## config.mk

```make
export PLATFORM = sky130hd
export DESIGN_NAME = port_pin_config_and_bus_port
export DESIGN_NICKNAME = d
export VERILOG_FILES = /design/src/pin_sync.v /design/src/edge_flag.v /design/src/port_pin_config_and_bus_port.v
export VERILOG_INCLUDE_DIRS = /design/src
export SDC_FILE = /design/constraint.sdc
export NUM_CORES = 1
export LEC_CHECK = 0
export ABC_CLOCK_PERIOD_IN_PS = 3000
export BUFFER_PORTS_ARGS = -buffer_cell sky130_fd_sc_hd__buf_2
export CAP_MARGIN = 0
export CORE_MARGIN = 4
export CORE_UTILIZATION = 58
export CTS_CLUSTER_DIAMETER = 60
export CTS_CLUSTER_SIZE = 30
export DETAILED_ROUTE_END_ITERATION = 10
export PLACE_DENSITY = 0.88
export SYNTH_ARGS = -nofsm -noshare
export SYNTH_HDL_FRONTEND = slang
export SYNTH_SLANG_ARGS = --single-unit
export TNS_END_PERCENT = 1
```

## constraint.sdc

```tcl
create_clock -name pclk -period 3 [get_ports pclk]
set_clock_uncertainty 0.2 [all_clocks]
set_input_delay 0.15 -clock pclk [delete_from_list [all_inputs] [get_ports pclk]]
set_output_delay 0.15 -clock pclk [all_outputs]
set_load 0.01 [all_outputs]
```

## src/port_cfg_map.vh

```
// Register offsets, field positions and reset values of the port block.
// Assumes APB byte addressing with one 32-bit word per register.
`ifndef PORT_CFG_MAP_VH
`define PORT_CFG_MAP_VH
`define ADDR_W 8
`define OFS_GP_DATA 8'h00
`define OFS_GP_DIR 8'h04
`define OFS_GP_WEAK 8'h08
`define OFS_GP_PULL_EN 8'h0C
`define OFS_GP_PULL_POL 8'h10
`define OFS_GP_IRQ_EN 8'h14
`define OFS_GP_IRQ_FLAG 8'h18
`define OFS_BC_DATA 8'h20
`define OFS_BC_DIR 8'h24
`define OFS_BC_ASSIGN 8'h28
`define OFS_BC_CTRL 8'h2C
`define BC_CTRL_PULL_BIT 0
`define BC_CTRL_EMU_BIT 1
`define BC_CTRL_W 2
`define RST_BYTE 8'h00
`define RST_BC_ASSIGN 8'h00
`define RST_BC_CTRL 2'h0
`endif

```

## src/pin_sync.v

```verilog
// Two-flop synchroniser for a vector of pin inputs.
// Assumes asynchronous pin levels entering the pclk domain.
module pin_sync #(
  parameter W = 8
) (
  input wire pclk,
  input wire presetn,
  input wire [W-1:0] async_in,
  output reg [W-1:0] sync_out
);
  reg [W-1:0] meta;
  always @(posedge pclk or negedge presetn) begin
    if (!presetn) begin
      meta <= {W{1'b0}};
      sync_out <= {W{1'b0}};
    end else begin
      meta <= async_in;
      sync_out <= meta;
    end
  end
endmodule

```

## src/edge_flag.v

```verilog
// Per-pin edge detector with sticky flag, write-one-to-clear.
// Assumes a synchronised input level.
module edge_flag (
  input wire pclk,
  input wire presetn,
  input wire level,
  input wire enable,
  input wire rising_sel,
  input wire clear,
  output reg flag
);
  reg prev;
  wire hit;

  assign hit = enable & (rising_sel ? (level & ~prev) : (~level & prev));
  always @(posedge pclk or negedge presetn) begin
    if (!presetn) begin
      prev <= 1'b0;
      flag <= 1'b0;
    end else begin
      prev <= level;
      if (hit) begin
        flag <= 1'b1;
      end else if (clear) begin
        flag <= 1'b0;
      end
    end
  end
endmodule

```

## src/port_pin_config_and_bus_port.v

```verilog
// Configurable general-purpose port with optional edge interrupts, plus bus-control port.
// Assumes an APB master on pclk; pins are driven through out, oe and pull controls.
//
// Decided for this implementation: the placing of the registers and the APB register port.
`include "port_cfg_map.vh"

// Notes on behaviour
// With interrupt enabled, pull-select 0 means falling edge, 1 rising edge.
// Input pin with pull enabled: select 0 pulls up, 1 pulls down.
// Direction 1 drives output level; pull device then disabled.
// Output pins use reduced drive when weak bit is 1.
// Edge interrupts exist only on ports built with interrupt support.
// Register reads are sampled synchronously to pclk.
// Unused locations and bits read zero; writes to them do nothing.
// Special peripheral mode removes port registers from the map.
// Bus-control data register is read and written anytime while mapped.
// Bus-control pins 7:2 bidirectional, pins 1:0 input only.
// Assignment picks dedicated or general use; direction applies only then.
// Bus-control direction also picks the read data source.
// Direction 0 reads synchronised pin, direction 1 reads output latch.
// Interrupt request pins of bus-control port pull up only.
// One bit enables bus-control pulls, only on input pins.
// Emulation bit in expanded mode unmaps data register and echoes externally.
// Software loads data before direction; not a word write of both. The bench does so on the bus-control port only; it writes gp direction first.
// Enabled pins are synchronised, edge detected, flagged, and raise interrupt.
module port_pin_config_and_bus_port #(
  parameter W = 8,
  parameter HAS_IRQ = 1
) (
  input wire pclk,
  input wire presetn,
  input wire psel,
  input wire penable,
  input wire pwrite,
  input wire [`ADDR_W-1:0] paddr,
  input wire [31:0] pwdata,
  output reg [31:0] prdata,
  output reg pready,
  output reg pslverr,
  input wire special_periph_mode,
  input wire expanded_mode,
  input wire [W-1:0] gp_pin_in,
  output reg [W-1:0] gp_pin_out,
  output reg [W-1:0] gp_pin_oe,
  output reg [W-1:0] gp_weak_drive,
  output reg [W-1:0] gp_pull_up,
  output reg [W-1:0] gp_pull_down,
  output reg gp_irq,
  input wire [7:0] bc_pin_in,
  output reg [7:0] bc_pin_out,
  output reg [7:0] bc_pin_oe,
  output reg [7:0] bc_pull_up,
  output reg [7:0] bc_gp_select,
  output reg bc_echo_external
);
  reg [W-1:0] gp_data;
  reg [W-1:0] gp_dir;
  reg [W-1:0] weak_drive_select;
  reg [W-1:0] pull_enable_bit;
  reg [W-1:0] pull_polarity_edge_select;
  reg [W-1:0] pin_interrupt_enable;
  reg [7:0] bus_ctrl_port_data;
  reg [7:0] bus_ctrl_port_direction;
  reg [7:0] bus_ctrl_pin_assignment;
  reg bc_pull_on;
  reg bus_ctrl_port_emulation_bit;
  wire [W-1:0] gp_sync;
  wire [7:0] bc_sync;
  wire [W-1:0] irq_flag;
  wire [W-1:0] flag_clear;
  wire setup;
  wire wr;
  wire map_ok;
  wire bc_data_mapped;
  wire [7:0] bc_dir_eff;
  wire access_done;
  wire rd_setup;
  wire echo_hit;
  reg [31:0] next_prdata;
  reg next_err;
  integer i;

  // Two-flop synchronisers for pin levels
  pin_sync #(.W(W)) u_gp_sync (
    .pclk(pclk),
    .presetn(presetn),
    .async_in(gp_pin_in),
    .sync_out(gp_sync)
  );
  pin_sync #(.W(8)) u_bc_sync (
    .pclk(pclk),
    .presetn(presetn),
    .async_in(bc_pin_in),
    .sync_out(bc_sync)
  );

  assign setup = psel & ~penable;
  // Writes land at the edge that completes the access
  assign access_done = psel & penable & pready;
  assign wr = access_done & pwrite;
  assign rd_setup = setup & ~pwrite;
  assign map_ok = ~special_periph_mode;
  assign bc_data_mapped = map_ok & ~(expanded_mode & bus_ctrl_port_emulation_bit);
  // Pins 1:0 never drive
  assign bc_dir_eff = {bus_ctrl_port_direction[7:2], 2'b00};
  assign flag_clear = (wr && map_ok && paddr == `OFS_GP_IRQ_FLAG) ? pwdata[W-1:0] : {W{1'b0}};
  assign echo_hit = ~bc_data_mapped & map_ok & (paddr == `OFS_BC_DATA);

  // Edge flags, only on ports with interrupts
  genvar g;
  generate
    for (g = 0; g < W; g = g + 1) begin : gen_irq
      if (HAS_IRQ != 0) begin : gen_on
        edge_flag u_edge (
          .pclk(pclk),
          .presetn(presetn),
          .level(gp_sync[g]),
          .enable(pin_interrupt_enable[g]),
          .rising_sel(pull_polarity_edge_select[g]),
          .clear(flag_clear[g]),
          .flag(irq_flag[g])
        );
      end else begin : gen_off
        assign irq_flag[g] = 1'b0;
      end
    end
  endgenerate

  // General-purpose registers, written as the access completes
  always @(posedge pclk or negedge presetn) begin
    if (!presetn) begin
      gp_data <= `RST_BYTE;
      gp_dir <= `RST_BYTE;
      weak_drive_select <= `RST_BYTE;
      pull_enable_bit <= `RST_BYTE;
      pull_polarity_edge_select <= `RST_BYTE;
      pin_interrupt_enable <= `RST_BYTE;
    end else if (wr && map_ok) begin
      case (paddr)
        `OFS_GP_DATA: begin
          gp_data <= pwdata[W-1:0];
        end
        `OFS_GP_DIR: begin
          gp_dir <= pwdata[W-1:0];
        end
        `OFS_GP_WEAK: begin
          weak_drive_select <= pwdata[W-1:0];
        end
        `OFS_GP_PULL_EN: begin
          pull_enable_bit <= pwdata[W-1:0];
        end
        `OFS_GP_PULL_POL: begin
          pull_polarity_edge_select <= pwdata[W-1:0];
        end
        `OFS_GP_IRQ_EN: begin
          if (HAS_IRQ != 0) begin
            pin_interrupt_enable <= pwdata[W-1:0];
          end
        end
        default: begin
        end
      endcase
    end
  end

  // Bus-control registers, written as the access completes
  always @(posedge pclk or negedge presetn) begin
    if (!presetn) begin
      bus_ctrl_port_data <= `RST_BYTE;
      bus_ctrl_port_direction <= `RST_BYTE;
      bus_ctrl_pin_assignment <= `RST_BC_ASSIGN;
      bc_pull_on <= 1'b0;
      bus_ctrl_port_emulation_bit <= 1'b0;
    end else if (wr && map_ok) begin
      case (paddr)
        `OFS_BC_DATA: begin
          if (bc_data_mapped) begin
            bus_ctrl_port_data <= pwdata[7:0];
          end
        end
        `OFS_BC_DIR: begin
          bus_ctrl_port_direction <= {pwdata[7:2], 2'b00};
        end
        `OFS_BC_ASSIGN: begin
          bus_ctrl_pin_assignment <= pwdata[7:0];
        end
        `OFS_BC_CTRL: begin
          bc_pull_on <= pwdata[`BC_CTRL_PULL_BIT];
          bus_ctrl_port_emulation_bit <= pwdata[`BC_CTRL_EMU_BIT];
        end
        default: begin
        end
      endcase
    end
  end

  // Read mux
  always @* begin
    next_prdata = 32'h00000000;
    next_err = 1'b0;
    if (!map_ok) begin
      next_err = 1'b1;
    end else begin
      case (paddr)
        `OFS_GP_DATA: begin
          next_prdata[W-1:0] = (gp_dir & gp_data) | (~gp_dir & gp_sync);
        end
        `OFS_GP_DIR: begin
          next_prdata[W-1:0] = gp_dir;
        end
        `OFS_GP_WEAK: begin
          next_prdata[W-1:0] = weak_drive_select;
        end
        `OFS_GP_PULL_EN: begin
          next_prdata[W-1:0] = pull_enable_bit;
        end
        `OFS_GP_PULL_POL: begin
          next_prdata[W-1:0] = pull_polarity_edge_select;
        end
        `OFS_GP_IRQ_EN: begin
          next_prdata[W-1:0] = pin_interrupt_enable;
        end
        `OFS_GP_IRQ_FLAG: begin
          next_prdata[W-1:0] = irq_flag;
        end
        `OFS_BC_DATA: begin
          if (bc_data_mapped) begin

            next_prdata[7:0] = (bc_dir_eff & bus_ctrl_port_data) | (~bc_dir_eff & bc_sync);
          end else begin
            next_err = 1'b1;
          end
        end
        `OFS_BC_DIR: begin
          next_prdata[7:0] = bus_ctrl_port_direction;
        end
        `OFS_BC_ASSIGN: begin
          next_prdata[7:0] = bus_ctrl_pin_assignment;
        end
        `OFS_BC_CTRL: begin
          next_prdata[`BC_CTRL_W-1:0] = {bus_ctrl_port_emulation_bit, bc_pull_on};
        end
        default: begin
          next_prdata = 32'h00000000;
        end
      endcase
    end
  end

  // APB answer one cycle after setup
  always @(posedge pclk or negedge presetn) begin
    if (!presetn) begin
      prdata <= 32'h00000000;
      pready <= 1'b0;
      pslverr <= 1'b0;
      bc_echo_external <= 1'b0;
    end else begin
      pready <= setup;
      pslverr <= setup & next_err;
      bc_echo_external <= setup & echo_hit;
      if (rd_setup) begin
        prdata <= next_prdata;
      end
    end
  end

  // Pin control outputs
  always @(posedge pclk or negedge presetn) begin
    if (!presetn) begin
      gp_pin_out <= {W{1'b0}};
      gp_pin_oe <= {W{1'b0}};
      gp_weak_drive <= {W{1'b0}};
      gp_pull_up <= {W{1'b0}};
      gp_pull_down <= {W{1'b0}};
      gp_irq <= 1'b0;
    end else begin
      gp_pin_out <= gp_data;
      gp_pin_oe <= gp_dir;
      gp_weak_drive <= gp_dir & weak_drive_select;
      gp_pull_up <= ~gp_dir & pull_enable_bit & ~pull_polarity_edge_select;
      gp_pull_down <= ~gp_dir & pull_enable_bit & pull_polarity_edge_select;
      gp_irq <= |irq_flag;
    end
  end

  // Pin control outputs, bus-control port
  always @(posedge pclk or negedge presetn) begin
    if (!presetn) begin
      bc_pin_out <= 8'h00;
      bc_pin_oe <= 8'h00;
      bc_pull_up <= 8'h00;
      bc_gp_select <= 8'h00;
    end else begin
      bc_pin_out <= bus_ctrl_port_data;
      bc_gp_select <= ~bus_ctrl_pin_assignment;
      bc_pin_oe <= bc_dir_eff & ~bus_ctrl_pin_assignment;
      for (i = 0; i < 8; i = i + 1) begin

        bc_pull_up[i] <= bc_pull_on & ~bc_dir_eff[i];
      end
    end
  end
endmodule

```

==> reports/results.tsv <==
stage	metric	value	unit
outcome	outcome	finished clean	
route	wire_per_inst	20.4	um
timing	slew_viol_final	0	
cells_and_area	antenna_cells	0	
logic_synthesis	synth_top_area_share	0.637	
placement	place_inst	868	
critical_path	crit_path_cell_trace	dlygate4sd3_1 > buf_2 > nand2b_1 > or2_2 > nor3_4 > nand2_2 > mux2_2	
pwr	cellLeakagePower	4.80	nW
logic_synthesis	ys_warn_count	0	
placement	dpl_cell_area	8640	um2
global_route	antenna_found_initial	0	
logic_synthesis	netlist_instances	582	
critical_path	cp_max_fo	8	
route	drcViolationCount	0	
cells_and_area	layout_common_cells	201 x dfrtp_1, 119 x buf_2, 87 x mux2_2	
floorplanning	ios	171	
job	max_cap_viol_count	0	
placement	gp_congestion	0.897	
timing	worst_hold_slack	0.0413	ns
floorplanning	core_area	13300	um2
timing	clock.fmax	0.463	GHz
cts	clock_sinks	201	
cells_and_area	fin_nets	802	
logic_synthesis	yosysTopAreaCell	dfrtp_1	
route	wl	18800	um
floorplanning	die_area	15600	um2
cts	cts.path.max_buffers	3	
timing	relSlewSlack	0.389	
critical_path	worst-path-buf-inv	2	
logic_synthesis	async_reset_ff_frac	1.00	
route	post_drt_via_cell_ratio	5.64	
placement	dpl_worst_slack	0.664	ns
floorplanning	start_util	0.594	
route	vias	5190	
critical_path	r2r_slack	0.92	ns
critical_path	slowest_stage	dlygate4sd3_1	
timing	finalCriticalPeriod	2.16	ns
timing	setup-violations-final	0	
logic_synthesis	ys_types	49	
cts	root_buffer	clkbuf_16	
global_route	grt_pass1_vias	5367	
placement	portBuffers	120	
cts	cts_setup_buffers	0	
floorplanning	die_h	125	um
cts	cts_tree	built	
cells_and_area	stdcell_count	921	
floorplanning	die_w	125	um
critical_path	cpPeakStageDelay	0.53	ns
critical_path	path_class	in2reg	
timing	worst_pin_slew	0.906	ns
logic_synthesis	ys.flop_type	dfrtp_1	
route	firstDrtPassIters	5	
logic_synthesis	netlist_area	7900	um2
floorplanning	num_rows	42	
timing	fin_setup_tns	0	ns
route	drtIter0Drc	487	
cells_and_area	mostFrequentLayoutCell	dfrtp_1	
critical_path	cp-start-kind	input pin	
global_route	grt_overflow	0	
critical_path	end_kind	register	
critical_path	critPathTopFamily	simple AND/OR/NAND/NOR gates	
timing	fin_ws	0.841	ns
cts	clkTransAtPathRegs	0.10	ns
cells_and_area	final_cell_area	9390	um2
logic_synthesis	seq_area_frac_synth	0.637	
critical_path	r2r_start	pready	
timing	post-route-period-util	0.720	
cts	cts-htree-levels	1	
logic_synthesis	synthTopCellsByArea	dfrtp_1 64%, mux2_2 12%, buf_4 2.7%, nand2_1 2.6%, mux2i_1 1.8%	
timing	rsz0062_at_grt	no	
placement	hpwl	12800	um
critical_path	worst_r2r_path_depth	5	
critical_path	arrival	2.30	ns
pwr	vdd_drop_max	582	uV
cts	cts_buffers	13	
cells_and_area	area_growth	18.9	%
global_route	grt_pass1_wl	29700	um
cts	cts_resized	0	
global_route	grt_max_degree	73	
cells_and_area	n_fill_cell	926	
route	ant_nets	0	
logic_synthesis	synth_edf_count	0	
hold_path	hp-class	in2async	
cts	worst_skew_pair.late_latency	0.49	ns
logic_synthesis	syn_avg_cell_area	13.6	um2
logic_synthesis	ys_ff_latch	201	
pwr	powerDensity	522	nW/um2
timing	finalHoldViolCount	0	
critical_path	crit_required	3.14	ns
global_route	track_usage	0.240	
cells_and_area	drive_gt1_frac	0.345	
critical_path	rr_endpoint	gp_dir[1]	
==> Yosys cell counts (9+ instances only) <==
library cell	number
buf_4	28
mux2_2	87
clkbuf_1	9
inv_1	10
nor2_1	15
o22ai_1	10
nand2_1	54
o21ai_0	20
nor2b_1	18
dfrtp_1	201
a22oi_1	14
and3b_1	11
mux2i_1	14
a22o_1	14
and2_1	9
==> cells by family (layout without fill, tap and decap cells) <==
family          count (synthesis)  in the layout  synth area share
simple gates                  146            146             0.112
mux                           102            102             0.143
compound gates                 76             76            0.0668
buf+inv                        56            194            0.0412
flops                         201            201             0.637
other cells                     1             26          0.000475
==> worst max path at each step <==
stage	from	endpoint	slack, ns	depth (start not counted)
floorplan	pready	gp_data[7]	1.16	5
global placement	paddr[4]	bus_ctrl_pin_assignment[6]	0.71	6
detailed placement	paddr[4]	bus_ctrl_pin_assignment[2]	0.66	6
CTS	special_periph_mode	gp_dir[1]	0.87	7
global route	special_periph_mode	gp_dir[1]	0.80	7
finish	special_periph_mode	gp_dir[1]	0.84	7
==> final cells by class <==
type                       instances  area, um2  area share
timing repair buffer             163       1040       0.110
inverter                          10       37.5     0.00400
tap                              176        220      0.0234
clock buffer                      13        325      0.0346
sequential                       201       5030       0.535
multi-input combinational        350       2640       0.281
clock inverter                     8        105      0.0112
==> metal layers <==
layer / routed length, um / part of all wire / vias up / track usage
met5: 0 / 0 / - / 0
met1: 7580 / 0.40 / 2617 / 0.315
li1: - / - / 2307 / -
met3: 1270 / 0.068 / 46 / 0.0476
met2: 9300 / 0.50 / 220 / 0.404
met4: 600 / 0.032 / 0 / 0.0780
==> timing repair <==
| item | 4_1_cts | 5_1_grt |
|---|---|---|
| hold buffers | 32 | 0 |
| endpoints found under the hold margin | 278 | 0 |
| endpoints found under the setup margin | 0 | 0 |
==> through the flow <==
| step | utilization | power [W] |
|---|---|---|
| 3_5_place_dp | 0.650 | 0.00304 |
| 3_3_place_gp | 0.650 | 0.00303 |
| 2_1_floorplan | - | 0.00293 |
| 5_1_grt | 0.706 | 0.00507 |
| 6_report | 0.706 | 0.00490 |
| 4_1_cts | 0.706 | 0.00491 |
==> worst reg2reg max path: stages (launching register included) <==
cell     delay (ns)
dfrtp_1        0.38
nand3_1        0.10
or2_2          0.36
nor3_4         0.25
nand2_2        0.29
mux2_2         0.37
==> report_power, final <==
| group | switching [W] | internal (W) |
|---|---|---|
| clock | 0.00101 | 0.000872 |
| sequential | 0.0000189 | 0.00274 |
| combinational | 0.000167 | 0.0000926 |
(Power assumes the default switching activity.)
